[config.mk]
export PLATFORM = sky130hd
export DESIGN_NAME = cpu_arith_branch_exec
export DESIGN_NICKNAME = d
export VERILOG_FILES = /design/src/rtl/exec_pkg.sv /design/src/rtl/exec_alu.sv /design/src/rtl/exec_cond.sv /design/src/rtl/cpu_arith_branch_exec.sv
export VERILOG_INCLUDE_DIRS = /design/src /design/src/rtl
export SDC_FILE = /design/constraint.sdc
export NUM_CORES = 1
export LEC_CHECK = 0
export ABC_AREA = 1
export BUFFER_PORTS_ARGS = -buffer_cell sky130_fd_sc_hd__buf_4
export CAP_MARGIN = 30
export CORE_MARGIN = 1.5
export CORE_UTILIZATION = 30
export CTS_CLUSTER_SIZE = 25
export DETAILED_ROUTE_END_ITERATION = 7
export PLACE_DENSITY = 0.53
export SYNTH_ARGS = -nofsm -noshare
export SYNTH_HDL_FRONTEND = slang
export SYNTH_SLANG_ARGS = --single-unit
[constraint.sdc]
create_clock -name ref_clk -period 15.6 [get_ports ref_clk]
set_clock_uncertainty 0.1 [all_clocks]
set_input_delay 3.12 -clock ref_clk [delete_from_list [all_inputs] [get_ports ref_clk]]
set_output_delay 3.12 -clock ref_clk [all_outputs]
set_load 0.02 [all_outputs]
[src/rtl/exec_params.svh]
/*
 * Constants of the arithmetic, compare, skip and branch execution block:
 * status flag bit positions, reset values and per-instruction cycle counts.
 * Assumes it is included by its bare name wherever a constant is needed.
 */
// How it works
// - add-one, subtract-one, self test, zeroing: one cycle, only Z N V change; all-ones load writes FF
// - integer products land in the low register pair, two cycles, only Z and C
// - fractional products are shifted left once, two cycles, only Z and C
// - relative and pointer jumps take two cycles, absolute jump three, flags kept
// - relative/pointer calls three cycles, absolute four; returns four, interrupt return sets I
// - equal-skip skips the next instruction when both registers match, no flags
// - compares subtract without storing, update Z N V C H, one cycle
// - register-bit skips test one register bit, skip on clear or set
// - io-bit skips test one io register bit, skip on clear or set
// - indexed flag branches jump relative when the chosen flag is set or clear
// - signed ge branches on N xor V clear, signed less on it set
// - same-or-higher branches on carry clear, lower on carry set
// - equal/unequal test Z, negative/positive test N, carry branches test C
// - half-carry branches test H and leave flags untouched
// - transfer-bit branches test T
// - overflow branches test V and modify no flags
// - interrupt-state branches test the global interrupt enable
`ifndef EXEC_PARAMS_SVH
`define EXEC_PARAMS_SVH

`define FLAG_C 3'h0
`define FLAG_Z 3'h1
`define FLAG_N 3'h2
`define FLAG_V 3'h3
`define FLAG_S 3'h4
`define FLAG_H 3'h5
`define FLAG_T 3'h6
`define FLAG_I 3'h7

`define FLAGS_RESET 8'h00
`define PC_RESET 16'h0000
`define ALL_ONES 8'hFF

`define CYC_SINGLE 3'h1
`define CYC_PRODUCT 3'h2
`define CYC_REL_JUMP 3'h2
`define CYC_PTR_JUMP 3'h2
`define CYC_ABS_JUMP 3'h3
`define CYC_REL_CALL 3'h3
`define CYC_PTR_CALL 3'h3
`define CYC_ABS_CALL 3'h4
`define CYC_RESUME 3'h4
`define CYC_SKIP_NONE 3'h1
`define CYC_SKIP_ONE 3'h2
`define CYC_SKIP_TWO 3'h3
`define CYC_BR_NOT 3'h1
`define CYC_BR_TAKEN 3'h2

`endif

[src/rtl/exec_pkg.sv]
/*
 * Types shared by the execution block: operation codes, the status flags,
 * the request word and the write-back and stack words.
 * Assumes the instruction decoder outside fills the request word.
 */
`default_nettype none

package exec_pkg;

	typedef enum logic [5:0] {
		op_increment, op_decrement, op_self_and_test, op_zero_register,
		op_all_ones_load, op_product_unsigned, op_product_signed,
		op_product_mixed, op_fractional_product_unsigned,
		op_fractional_product_signed, op_fractional_product_mixed,
		op_relative_jump, op_pointer_jump, op_absolute_jump,
		op_relative_sub_jump, op_pointer_sub_jump, op_absolute_sub_jump,
		op_pop_resume, op_interrupt_resume, op_equal_skip,
		op_compare_regs, op_compare_with_borrow, op_compare_immediate,
		op_reg_bit_clear_skip, op_reg_bit_set_skip,
		op_io_bit_clear_skip, op_io_bit_set_skip,
		op_branch_flag_index_set, op_branch_flag_index_clear,
		op_branch_on_equal, op_branch_on_unequal,
		op_branch_carry_set, op_branch_carry_clear,
		op_branch_same_or_higher, op_branch_lower,
		op_branch_negative, op_branch_positive,
		op_branch_signed_ge, op_branch_signed_less,
		op_branch_halfcarry_set, op_branch_halfcarry_clear,
		op_branch_tflag_set, op_branch_tflag_clear,
		op_branch_overflow_set, op_branch_overflow_clear,
		op_branch_irq_on, op_branch_irq_off
	} exec_op_t;

	// bit 0 is carry, bit 7 the global interrupt enable
	typedef struct packed {
		logic i;
		logic t;
		logic h;
		logic s;
		logic v;
		logic n;
		logic z;
		logic c;
	} status_flags_t;

	typedef struct packed {
		exec_op_t op;
		logic [4:0] dest;
		logic [7:0] rd_val;
		logic [7:0] rr_val;
		logic [7:0] imm;
		logic [2:0] bit_sel;
		logic [7:0] io_val;
		logic [11:0] offset;
		logic [15:0] target;
		logic [15:0] zptr;
		logic [15:0] stack_word;
		logic next_two_word;
	} exec_req_t;

	typedef struct packed {
		logic reg_valid;
		logic [4:0] reg_idx;
		logic [7:0] reg_data;
		logic pair_valid;
		logic [15:0] pair_data;
	} wb_t;

	typedef struct packed {
		logic valid;
		logic [15:0] addr;
	} stack_op_t;

endpackage

`default_nettype wire

[src/rtl/exec_alu.sv]
/*
 * Result and flag arithmetic for the single-register, compare and product
 * operations. Purely combinational; the caller registers what it keeps.
 */
`timescale 1ns/1ps
`default_nettype none
`include "exec_params.svh"

module exec_alu (
	// operation and operands
	input wire exec_pkg::exec_op_t op,
	input wire logic [7:0] a,
	input wire logic [7:0] b,
	input wire logic [7:0] imm,
	input wire exec_pkg::status_flags_t flags_in,
	// results
	output logic [7:0] result,
	output logic result_wr,
	output logic [15:0] pair,
	output logic pair_wr,
	output exec_pkg::status_flags_t flags_out
);
	logic [7:0] sb;
	logic [8:0] diff;
	logic [15:0] xa;
	logic [15:0] xb;
	logic [31:0] full;
	logic [15:0] prod;

	always_comb begin
		sb = (op == exec_pkg::op_compare_immediate) ? imm : b;
		diff = {1'b0, a} - {1'b0, sb} -
			{8'h00, (op == exec_pkg::op_compare_with_borrow) & flags_in.c};
		case (op)
		exec_pkg::op_product_signed,
		exec_pkg::op_fractional_product_signed: begin
			xa = {{8{a[7]}}, a};
			xb = {{8{b[7]}}, b};
		end
		exec_pkg::op_product_mixed,
		exec_pkg::op_fractional_product_mixed: begin
			xa = {{8{a[7]}}, a};
			xb = {8'h00, b};
		end
		default: begin
			xa = {8'h00, a};
			xb = {8'h00, b};
		end
		endcase
		// 16-bit truncation of the widened product is exact for 8x8
		full = xa * xb;
		prod = full[15:0];
		result = a;
		result_wr = 1'b0;
		pair = prod;
		pair_wr = 1'b0;
		flags_out = flags_in;
		case (op)
		exec_pkg::op_increment: begin
			result = a + 8'h01;
			result_wr = 1'b1;
			flags_out.v = (a == 8'h7F);
		end
		exec_pkg::op_decrement: begin
			result = a - 8'h01;
			result_wr = 1'b1;
			flags_out.v = (a == 8'h80);
		end
		exec_pkg::op_self_and_test: begin
			result = a & a;
			result_wr = 1'b1;
			flags_out.v = 1'b0;
		end
		exec_pkg::op_zero_register: begin
			result = a ^ a;
			result_wr = 1'b1;
			flags_out.v = 1'b0;
		end
		exec_pkg::op_all_ones_load: begin
			result = `ALL_ONES;
			result_wr = 1'b1;
		end
		exec_pkg::op_product_unsigned, exec_pkg::op_product_signed,
		exec_pkg::op_product_mixed: begin
			pair_wr = 1'b1;
			flags_out.c = prod[15];
			flags_out.z = (prod == 16'h0000);
		end
		exec_pkg::op_fractional_product_unsigned,
		exec_pkg::op_fractional_product_signed,
		exec_pkg::op_fractional_product_mixed: begin
			pair = {prod[14:0], 1'b0};
			pair_wr = 1'b1;
			flags_out.c = prod[15];
			flags_out.z = (pair == 16'h0000);
		end
		exec_pkg::op_compare_regs, exec_pkg::op_compare_with_borrow,
		exec_pkg::op_compare_immediate: begin
			result = diff[7:0];
			flags_out.c = diff[8];
			flags_out.h = (~a[3] & sb[3]) | (sb[3] & diff[3]) |
				(diff[3] & ~a[3]);
			flags_out.v = (a[7] & ~sb[7] & ~diff[7]) |
				(~a[7] & sb[7] & diff[7]);
		end
		default: begin
		end
		endcase
		// zero and negative follow the byte result of the one-byte group
		case (op)
		exec_pkg::op_increment, exec_pkg::op_decrement,
		exec_pkg::op_self_and_test, exec_pkg::op_zero_register,
		exec_pkg::op_compare_regs, exec_pkg::op_compare_immediate: begin
			flags_out.z = (result == 8'h00);
			flags_out.n = result[7];
		end
		exec_pkg::op_compare_with_borrow: begin
			// chained compare: zero only stays set across the bytes
			flags_out.z = (result == 8'h00) & flags_in.z;
			flags_out.n = result[7];
		end
		default: begin
		end
		endcase
	end

endmodule

`default_nettype wire

[src/rtl/exec_cond.sv]
/*
 * Decides whether a branch is taken or a skip happens, from the status
 * flags, the tested operand bit or the equality of both registers. Combinational.
 */
`timescale 1ns/1ps
`default_nettype none
`include "exec_params.svh"

module exec_cond (
	// operation and inputs to test
	input wire exec_pkg::exec_op_t op,
	input wire exec_pkg::status_flags_t flags,
	input wire logic [7:0] a,
	input wire logic [7:0] b,
	input wire logic [2:0] bit_sel,
	input wire logic [7:0] io_val,
	// decision
	output logic take
);
	logic [7:0] fv;

	always_comb begin
		fv = flags;
		case (op)
		exec_pkg::op_equal_skip: take = (a == b);
		exec_pkg::op_reg_bit_clear_skip: take = ~b[bit_sel];
		exec_pkg::op_reg_bit_set_skip: take = b[bit_sel];
		exec_pkg::op_io_bit_clear_skip: take = ~io_val[bit_sel];
		exec_pkg::op_io_bit_set_skip: take = io_val[bit_sel];
		exec_pkg::op_branch_flag_index_set: take = fv[bit_sel];
		exec_pkg::op_branch_flag_index_clear: take = ~fv[bit_sel];
		exec_pkg::op_branch_on_equal: take = flags.z;
		exec_pkg::op_branch_on_unequal: take = ~flags.z;
		exec_pkg::op_branch_carry_set: take = flags.c;
		exec_pkg::op_branch_carry_clear: take = ~flags.c;
		exec_pkg::op_branch_same_or_higher: take = ~flags.c;
		exec_pkg::op_branch_lower: take = flags.c;
		exec_pkg::op_branch_negative: take = flags.n;
		exec_pkg::op_branch_positive: take = ~flags.n;
		exec_pkg::op_branch_signed_ge: take = ~(flags.n ^ flags.v);
		exec_pkg::op_branch_signed_less: take = flags.n ^ flags.v;
		exec_pkg::op_branch_halfcarry_set: take = flags.h;
		exec_pkg::op_branch_halfcarry_clear: take = ~flags.h;
		exec_pkg::op_branch_tflag_set: take = flags.t;
		exec_pkg::op_branch_tflag_clear: take = ~flags.t;
		exec_pkg::op_branch_overflow_set: take = flags.v;
		exec_pkg::op_branch_overflow_clear: take = ~flags.v;
		exec_pkg::op_branch_irq_on: take = flags.i;
		exec_pkg::op_branch_irq_off: take = ~flags.i;
		default: take = 1'b0;
		endcase
	end

endmodule

`default_nettype wire

[src/rtl/cpu_arith_branch_exec.sv]
/*
 * Execution stage for increment/decrement/test, products, jumps, calls,
 * returns, compares, skips and flag branches. Holds the program counter
 * and the status flags, and reports register write-back and stack use.
 * Assumes a decoder outside presents one decoded request at a time with
 * its operands already read, and owns the register file and the stack.
 */
`timescale 1ns/1ps
`default_nettype none
`include "exec_params.svh"

module cpu_arith_branch_exec (
	// clock and reset
	input wire logic ref_clk,
	input wire logic reset,
	// decoded request
	input wire logic req_valid,
	input wire exec_pkg::exec_req_t req,
	output logic req_ready,
	// direct flag load from the rest of the core
	input wire logic flags_load_valid,
	input wire exec_pkg::status_flags_t flags_load_data,
	// architectural state
	output logic [15:0] pc,
	output exec_pkg::status_flags_t status_flags,
	// effects of the retired instruction
	output exec_pkg::wb_t wb,
	output exec_pkg::stack_op_t push,
	output logic pop,
	output logic retire,
	output logic [2:0] op_cycles
);

	////////////////////////////////////////////////////////////////////////
	// datapath helpers

	logic [7:0] alu_result;
	logic alu_result_wr;
	logic [15:0] alu_pair;
	logic alu_pair_wr;
	exec_pkg::status_flags_t alu_flags;
	logic take;

	exec_alu u_alu (
		.op(req.op),
		.a(req.rd_val),
		.b(req.rr_val),
		.imm(req.imm),
		.flags_in(status_flags),
		.result(alu_result),
		.result_wr(alu_result_wr),
		.pair(alu_pair),
		.pair_wr(alu_pair_wr),
		.flags_out(alu_flags)
	);

	exec_cond u_cond (
		.op(req.op),
		.flags(status_flags),
		.a(req.rd_val),
		.b(req.rr_val),
		.bit_sel(req.bit_sel),
		.io_val(req.io_val),
		.take(take)
	);

	////////////////////////////////////////////////////////////////////////
	// sequencing: an instruction is taken in one cycle and then holds the
	// request port for its remaining cycles

	typedef enum logic {run, stall} seq_state_t;

	seq_state_t state;
	seq_state_t next_state;
	logic [1:0] remain;
	logic [1:0] next_remain;
	logic [2:0] cycles;
	logic accept;

	assign req_ready = (state == run);
	assign accept = req_valid & req_ready;

	function automatic logic is_branch(input exec_pkg::exec_op_t o);
		is_branch = (o >= exec_pkg::op_branch_flag_index_set);
	endfunction

	// cycle count of the instruction being taken
	always_comb begin
		case (req.op)
		exec_pkg::op_product_unsigned, exec_pkg::op_product_signed,
		exec_pkg::op_product_mixed,
		exec_pkg::op_fractional_product_unsigned,
		exec_pkg::op_fractional_product_signed,
		exec_pkg::op_fractional_product_mixed:
			cycles = `CYC_PRODUCT;
		exec_pkg::op_relative_jump: cycles = `CYC_REL_JUMP;
		exec_pkg::op_pointer_jump: cycles = `CYC_PTR_JUMP;
		exec_pkg::op_absolute_jump: cycles = `CYC_ABS_JUMP;
		exec_pkg::op_relative_sub_jump: cycles = `CYC_REL_CALL;
		exec_pkg::op_pointer_sub_jump: cycles = `CYC_PTR_CALL;
		exec_pkg::op_absolute_sub_jump: cycles = `CYC_ABS_CALL;
		exec_pkg::op_pop_resume,
		exec_pkg::op_interrupt_resume: cycles = `CYC_RESUME;
		exec_pkg::op_equal_skip, exec_pkg::op_reg_bit_clear_skip,
		exec_pkg::op_reg_bit_set_skip, exec_pkg::op_io_bit_clear_skip,
		exec_pkg::op_io_bit_set_skip: begin
			if (!take) begin
				cycles = `CYC_SKIP_NONE;
			end else if (req.next_two_word) begin
				cycles = `CYC_SKIP_TWO;
			end else begin
				cycles = `CYC_SKIP_ONE;
			end
		end
		default: begin
			if (is_branch(req.op)) begin
				cycles = take ? `CYC_BR_TAKEN : `CYC_BR_NOT;
			end else begin
				cycles = `CYC_SINGLE;
			end
		end
		endcase
	end

	always_comb begin
		next_state = state;
		next_remain = remain;
		case (state)
		run: begin
			if (accept && cycles != `CYC_SINGLE) begin
				next_remain = 2'(cycles - 3'h2);
				next_state = stall;
			end
		end
		stall: begin
			if (remain == 2'h0) begin
				next_state = run;
			end else begin
				next_remain = remain - 2'h1;
			end
		end
		default: begin
			next_state = run;
			next_remain = 2'h0;
		end
		endcase
	end

	always_ff @(posedge ref_clk) begin
		if (reset) begin
			state <= run;
			remain <= 2'h0;
		end else begin
			state <= next_state;
			remain <= next_remain;
		end
	end

	////////////////////////////////////////////////////////////////////////
	// program counter and stack traffic

	logic [15:0] next_pc;
	logic [15:0] seq_pc;
	logic [15:0] rel_pc;
	logic [15:0] skip_pc;
	exec_pkg::stack_op_t next_push;
	logic next_pop;

	always_comb begin
		seq_pc = pc + 16'h0001;
		// relative target is pc + offset + 1, offset sign-extended
		rel_pc = pc + {{4{req.offset[11]}}, req.offset} + 16'h0001;
		skip_pc = pc + (req.next_two_word ? 16'h0003 : 16'h0002);
		next_pc = pc;
		next_push = '0;
		next_pop = 1'b0;
		if (accept) begin
			next_pc = seq_pc;
			case (req.op)
			exec_pkg::op_relative_jump: next_pc = rel_pc;
			exec_pkg::op_pointer_jump: next_pc = req.zptr;
			exec_pkg::op_absolute_jump: next_pc = req.target;
			exec_pkg::op_relative_sub_jump: begin
				next_pc = rel_pc;
				next_push = '{valid: 1'b1, addr: seq_pc};
			end
			exec_pkg::op_pointer_sub_jump: begin
				next_pc = req.zptr;
				next_push = '{valid: 1'b1, addr: seq_pc};
			end
			exec_pkg::op_absolute_sub_jump: begin
				// the call word carries its target, so return skips two
				next_pc = req.target;
				next_push = '{valid: 1'b1, addr: pc + 16'h0002};
			end
			exec_pkg::op_pop_resume, exec_pkg::op_interrupt_resume: begin
				next_pc = req.stack_word;
				next_pop = 1'b1;
			end
			exec_pkg::op_equal_skip, exec_pkg::op_reg_bit_clear_skip,
			exec_pkg::op_reg_bit_set_skip, exec_pkg::op_io_bit_clear_skip,
			exec_pkg::op_io_bit_set_skip: begin
				if (take) begin
					next_pc = skip_pc;
				end
			end
			default: begin
				if (is_branch(req.op) && take) begin
					next_pc = rel_pc;
				end
			end
			endcase
		end
	end

	always_ff @(posedge ref_clk) begin
		if (reset) begin
			pc <= `PC_RESET;
			push <= '0;
			pop <= 1'b0;
		end else begin
			pc <= next_pc;
			push <= next_push;
			pop <= next_pop;
		end
	end

	////////////////////////////////////////////////////////////////////////
	// status flags and register write-back

	exec_pkg::status_flags_t next_flags;
	exec_pkg::wb_t next_wb;
	logic [2:0] next_op_cycles;

	always_comb begin
		next_flags = status_flags;
		next_wb = '0;
		next_op_cycles = op_cycles;
		if (accept) begin
			// jumps, skips and branches fall through with flags kept
			next_flags = alu_flags;
			if (req.op == exec_pkg::op_interrupt_resume) begin
				next_flags.i = 1'b1;
			end
			next_wb.reg_valid = alu_result_wr;
			next_wb.reg_idx = req.dest;
			next_wb.reg_data = alu_result;
			next_wb.pair_valid = alu_pair_wr;
			next_wb.pair_data = alu_pair;
			next_op_cycles = cycles;
		end else if (flags_load_valid) begin
			// an executing instruction's flag update outranks this load
			next_flags = flags_load_data;
		end
	end

	always_ff @(posedge ref_clk) begin
		if (reset) begin
			status_flags <= `FLAGS_RESET;
			wb <= '0;
			retire <= 1'b0;
			op_cycles <= 3'h0;
		end else begin
			status_flags <= next_flags;
			wb <= next_wb;
			retire <= accept;
			op_cycles <= next_op_cycles;
		end
	end

endmodule

`default_nettype wire

==> results by group, run 1 <==
Yosys
  – Ys flop type: dfxtp_1
  – Post-synth ARST share: 0%
  – FF+latch count, synth: 80
  – Mean area per synthesized cell: 6.54 um^2
  – Syn Inst Count: 1657
  – Post-synth EDFFs: 0
  – Synthesis Warnings: 0
  – Synth Cell Area: 10800 um^2
  – Netlist cell types: 44
  – Post-synthesis sequential area ratio: 14.8%
  – Syn_nets: 1951

Floorplan
  – Core footprint: 35600 um^2
  – Ports: 197
  – Initial Util: 30.5%
  – Die Wd: 193 um
  – # rows: 69
  – Die height: 193 um
  – Die area: 37300 um^2

Outcome
  – Status: complete, no violations

Global routing
  – GRT Util Overall: 21.6%
  – Initial antenna violation count: 0
  – Largest net degree at the start of global routing: 37
  – Vias in the first global route: 10600
  – First-pass GRT wire length: 60800 um
  – Total grt overflow: 0

Setup path
  – WP data arrival: 9.67 ns
  – Nature of the critical path endpoint: register
  – Worst EP required: 15.79 ns
  – Slowest cell delay on critical path: 0.59 ns
  – Crit path kind: in2reg
  – Critical-path maximum fanout: 17
  – Startpoint types: primary input
  – R2R cell count: 14
  – Slowest stage cell, crit path: nor2_2
  – CP most frequent cell: nand2_1

Finish
  – Layout net count: 2115
  – Area Overhead vs Synth: 20.0%
  – FILL cells: 3917
  – Most frequent cells in the layout: nand2_1 (352), inv_1 (314), buf_4 (206), nor2_1 (153), a21oi_1 (123)
  – ANT cells: 0
  – Finished Layout Cells: 2287
  – Fraction of layout cells with a size suffix above 1: 13.4%
  – Most common cell after layout, fill and taps aside: nand2_1

STA
  – Pins over their slew limit: 0
  – RSZ-0062 raised after global routing: no
  – Setup TNS Final: 0 ns
  – Fin crit period: 9.48 ns
  – Worst rel slew slack: 31.7%
  – Fin. Hold Viols: 0
  – F_max: 105 MHz
  – Final period utilization: 60.8%
  – Worst-margin pin slew: 1.02 ns
  – Final setup vio count: 0

CTS
  – Clock buffer depth: 2
  – # clock sinks: 80
  – CTS clk-pin slew, worst paths: 0.07 ns
  – Post-cts sizing count: 0
  – Post-CTS Hold Buffers: 0
  – Cts bufs inserted: 9
  – Root buffer cell: clkbuf_16
  – CTS tree: done
  – Clock latency at the later pin of the worst-skew pair: 0.36 ns
  – H-tree depth: 3
  – Post-CTS Setup Bufs: 0

Place
  – HPWL Detailed: 33000 um
  – Port buffer count: 196
  – GPL Wtd Cong: 0.921
  – Dpl cells: 2271

Route
  – Routed wire length: 40300 um
  – 1st-pass router iterations: 6
  – Routed vias: 11200
  – DRC errors left: 0
  – 1st-iter DRT viols: 716
  – Post-DR wirelength/cell: 17.6 um
  – Via density: 4.90
  – Antenna-violating nets left: 0

Pwr
  – Total power: 1.09 mW
  – LEAKAGE: 6.90 nW
  – Power Density: 84.0 nW/um^2
  – VDD IR max: 0.0000563 V

Min path
  – Number of cells on the worst hold path: 2
  – HP Class: reg2reg

Run
  – Maximum Capacitance Violations: 0
## sequential cells by signal (all words and copies together) (netlist names)
register      flops
pop               1
status_flags      8
op_cycles         3
pc               16
state             1
push             17
wb               31
remain            2
retire            1
## area by class of cell
cell class	instances	area, um^2	area share, %
multi-input combinational	1204	7810	60.1
clock inverter	5	33.8	0.260
sequential	80	1600	12.3
inverter	320	1200	9.24
tap	461	577	4.44
timing repair buffer	206	1550	11.9
clock buffer	11	233	1.79
## worst paths after layout
kind / endpoint / startpoint / slack (ns)
max: status_flags[1] / req[106] / 6.12
min reg2reg: op_cycles[0] / op_cycles[0] / 0.38
min: op_cycles[0] / op_cycles[0] / 0.38
max reg2reg: status_flags[1] / status_flags[0] / 11.76
## synth_stat cells, types with 2 or more instances
cell       instances  area [um^2]
mux2_2             3         33.8
buf_2             13         65.1
a2111oi_0          2         17.5
buf_4              2         15.0
a22o_1            12          105
inv_1            314         1180
nor4_1             5         31.3
or2_2              4         25.0
inv_2              4         15.0
dfxtp_1           80         1600
a221oi_1           5         43.8
o211ai_1          25          188
ha_1             106         1330
nand4_1           16          100
fa_1              69         1380
o21ai_1            2         10.0
nand3_1           83          415
o21ai_0          110          551
clkbuf_1          38          143
o22ai_1            3         18.8
a21oi_1          123          616
clkinv_1           2         7.51
nor2_2             3         18.8
o21bai_1           5         37.5
o31ai_1            3         22.5
xor2_1            55          482
o2111ai_1          2         17.5
a211oi_1           5         37.5
nand3b_1           2         15.0
nand2_2            7         43.8
a21o_1             5         37.5
nand2_1          352         1320
xnor2_1           14          123
nor4_4             2         42.5
nor3_1            13         65.1
nor2_1           153          574
a31oi_1            7         43.8
a21boi_0           2         15.0
## per-layer routing
metal,track usage [%],up-vias,wire length (um)
met2,32.8,380,17100
met5,0,-,0
met4,5.18,0,774
li1,-,5606,-
met3,3.02,41,2480
met1,31.8,5187,20000
## worst max-delay path, delay by kind of cell
kind	cells	cell delay [ns]
AND/OR/NAND/NOR	15	1.94
AO/OA/AOI/OAI	3	0.58
adder cells (fa/ha/maj)	7	3.43
buffers and inverters	9	0.59
## through the flow
stage          utilization [%]  setup WS [ns]  instance area, um^2  hold WS [ns]
6_report                  36.6           6.12                13000         0.382
5_1_grt                   36.6           5.54                13000         0.399
4_1_cts                   36.6           6.18                13000         0.383
3_5_place_dp              35.8           5.85                12700         0.372
3_3_place_gp              35.8           5.95                12700         0.364
2_1_floorplan                -           6.72                10800         0.398
## power by group
part           total, mW  internal, mW  switching (mW)
registers          0.249         0.225          0.0237
logic              0.632         0.233           0.399
clock network      0.211         0.108           0.103
total               1.09         0.567           0.525
## kinds of logic (layout without fill, tap and decap cells)
group,after synthesis,in the layout,synth area share [%]
AOI/OAI and AO/OA,314,314,16.5
xor gates and xnor gates,69,69,5.58
adders and majority gates,175,175,25.0
buffers and inverters,373,542,13.1
DFF,80,80,14.8
muxes,4,4,0.404
and+or+nand+nor,642,642,24.6
Power figures use the tool's default switching activity.
==> run 2, diff against run 1 <==
- clock period: 15.6 -> 9.8 ns (I/O delays scaled with it)
==> results by group, run 2 (synthesized netlist as in run 1, its figures left out) <==
Setup path
  – CP most frequent cell: nand2_1
  – Worst R2R End: status_flags[1]
  – Slowest cell delay on critical path: 0.57 ns
  – Crit path capture: status_flags[1]
  – Worst EP required: 10.00 ns
  – Crit path kind: in2reg
  – Reg2Reg Launch Point: status_flags[0]
  – R2R cell count: 14
  – Critical-path maximum fanout: 17
  – Worst Setup SP: req[106]
  – WP data arrival: 8.44 ns
  – Startpoint types: primary input
  – Worst Path Buf+Inv: 9
  – Nature of the critical path endpoint: register
  – Critical path's top delay family: adder cells
  – Slowest stage cell, crit path: nor2_2
  – Count of cell instances traversed by the critical path: 34
  – Reg2Reg Setup Slack: 6.00 ns

STA
  – Worst rel slew slack: 30.4%
  – Worst Slack Setup Final: 1.56 ns
  – Final setup vio count: 0
  – F_max: 121 MHz
  – Fin. Hold Viols: 0
  – Final period utilization: 84.1%
  – Worst-margin pin slew: 1.04 ns
  – RSZ-0062 raised after global routing: no
  – Fin crit period: 8.24 ns
  – Setup TNS Final: 0 ns
  – Pins over their slew limit: 0
  – Final hold slack: 0.375 ns

Finish
  – Layout net count: 2115
  – Largest regs: wb: 31 flops, push: 17 flops, pc: 16 flops
  – Final core utilization: 36.7%
  – Max FFs per register: 31
  – Most frequent cells in the layout: nand2_1 (352), inv_1 (314), buf_4 (206), nor2_1 (153), a21oi_1 (123)
  – Area Overhead vs Synth: 20.6%
  – FILL cells: 3880
  – Biggest register: wb
  – Fraction of layout cells with a size suffix above 1: 13.5%
  – Most common cell after layout, fill and taps aside: nand2_1

Global routing
  – GRT Util Overall: 21.4%
  – Total grt overflow: 0
  – Initial antenna violation count: 1
  – Vias in the first global route: 10500
  – First-pass GRT wire length: 60400 um
  – Largest net degree at the start of global routing: 37

Pwr
  – Total power: 1.80 mW
  – Power Density: 138 nW/um^2
  – LEAKAGE: 6.93 nW
  – VDD IR max: 0.0000878 V

Floorplan
  – Die height: 193 um
  – Die Wd: 193 um
  – Initial Util: 30.5%
  – # rows: 69
  – Ports: 197
  – Die area: 37300 um^2
  – Core footprint: 35600 um^2

Place
  – HPWL Detailed: 33000 um
  – Dpl ws: 1.20 ns
  – Port buffer count: 196
  – GPL Wtd Cong: 0.916

Route
  – Routed vias: 11200
  – 1st-iter DRT viols: 829
  – Post-DR wirelength/cell: 17.6 um
  – 1st-pass router iterations: 5
  – Routed wire length: 40200 um
  – Antenna-violating nets left: 0
  – Routed met3 length: 2610 um
  – Met2 routed WL: 17300 um
  – DRT met1 WL: 19500 um
  – Via density: 4.91
  – DRC errors left: 0
  – DR top layer: met4

CTS
  – Post-cts sizing count: 0
  – CTS tree: done
  – Root buffer cell: clkbuf_16
  – CTS clk-pin slew, worst paths: 0.07 ns
  – H-tree depth: 3
  – Clock buffer depth: 2
  – Clock latency at the later pin of the worst-skew pair: 0.36 ns
  – Post-CTS Hold Buffers: 0
  – Cts bufs inserted: 9
  – Post-CTS Setup Bufs: 0
  – # clock sinks: 80

Run
  – Maximum Capacitance Violations: 0

Min path
  – HP Class: reg2reg

Outcome
  – Status: complete, no violations
run 2: cell types whose count changed in the layout (fill, tap and decap cells not counted), sizes merged:
cell	delta
inv	+1
diode	+1
clkinvlp	-2
clkinv	+1
bufinv	+2
clkbuf	-2
run 2: worst min-delay path by stage:
| stage | from | to | slack (ns) | depth (start not counted) |
|---|---|---|---|---|
| CTS | op_cycles[0] | op_cycles[0] | 0.38 | 2 |
| detailed placement | op_cycles[0] | op_cycles[0] | 0.37 | 2 |
| floorplan | remain[1] | remain[1] | 0.40 | 4 |
| global route | op_cycles[0] | op_cycles[0] | 0.41 | 2 |
| finish | op_cycles[0] | op_cycles[0] | 0.38 | 2 |
| global placement | op_cycles[0] | op_cycles[0] | 0.36 | 2 |
run 2: metrics by stage:
step	cell area, um^2	cells
floorplan	10800	1657
global placement	12700	2271
detailed placement	12700	2271
CTS	13100	2287
global route	13100	2287
finish	13100	2288
run 2: cell type report:
class	instances	area, um^2	share of cell area [%]
sequential	80	1600	12.3
clock buffer	9	225	1.72
timing repair buffer	206	1550	11.8
antenna	1	2.50	0.0191
clock inverter	7	104	0.795
inverter	320	1200	9.19
multi-input combinational	1204	7810	59.8
tap	461	577	4.41
run 2: power breakdown:
part / internal (mW) / switching, mW
Sequential: 0.358 / 0.0381
Clock: 0.227 / 0.171
Combinational: 0.373 / 0.636
run 2: layer usage:
layer | track usage [%] | up-vias
met5 | 0 | -
met4 | 5.21 | 0
met3 | 2.70 | 41
met2 | 32.7 | 362
met1 | 31.6 | 5213
li1 | - | 5609
run 2: worst register-to-register path, stage by stage (launching register included):
cell	delay, ns
dfxtp_1	0.59
nand3_1	0.21
fa_1	0.45
fa_1	0.40
nor2_1	0.17
nor2_1	0.07
nor3_1	0.19
o22ai_1	0.12
a211oi_1	0.61
nand3_1	0.14
nor2_1	0.26
nand4_1	0.15
nand2_1	0.10
nand2_1	0.05
a21oi_1	0.12
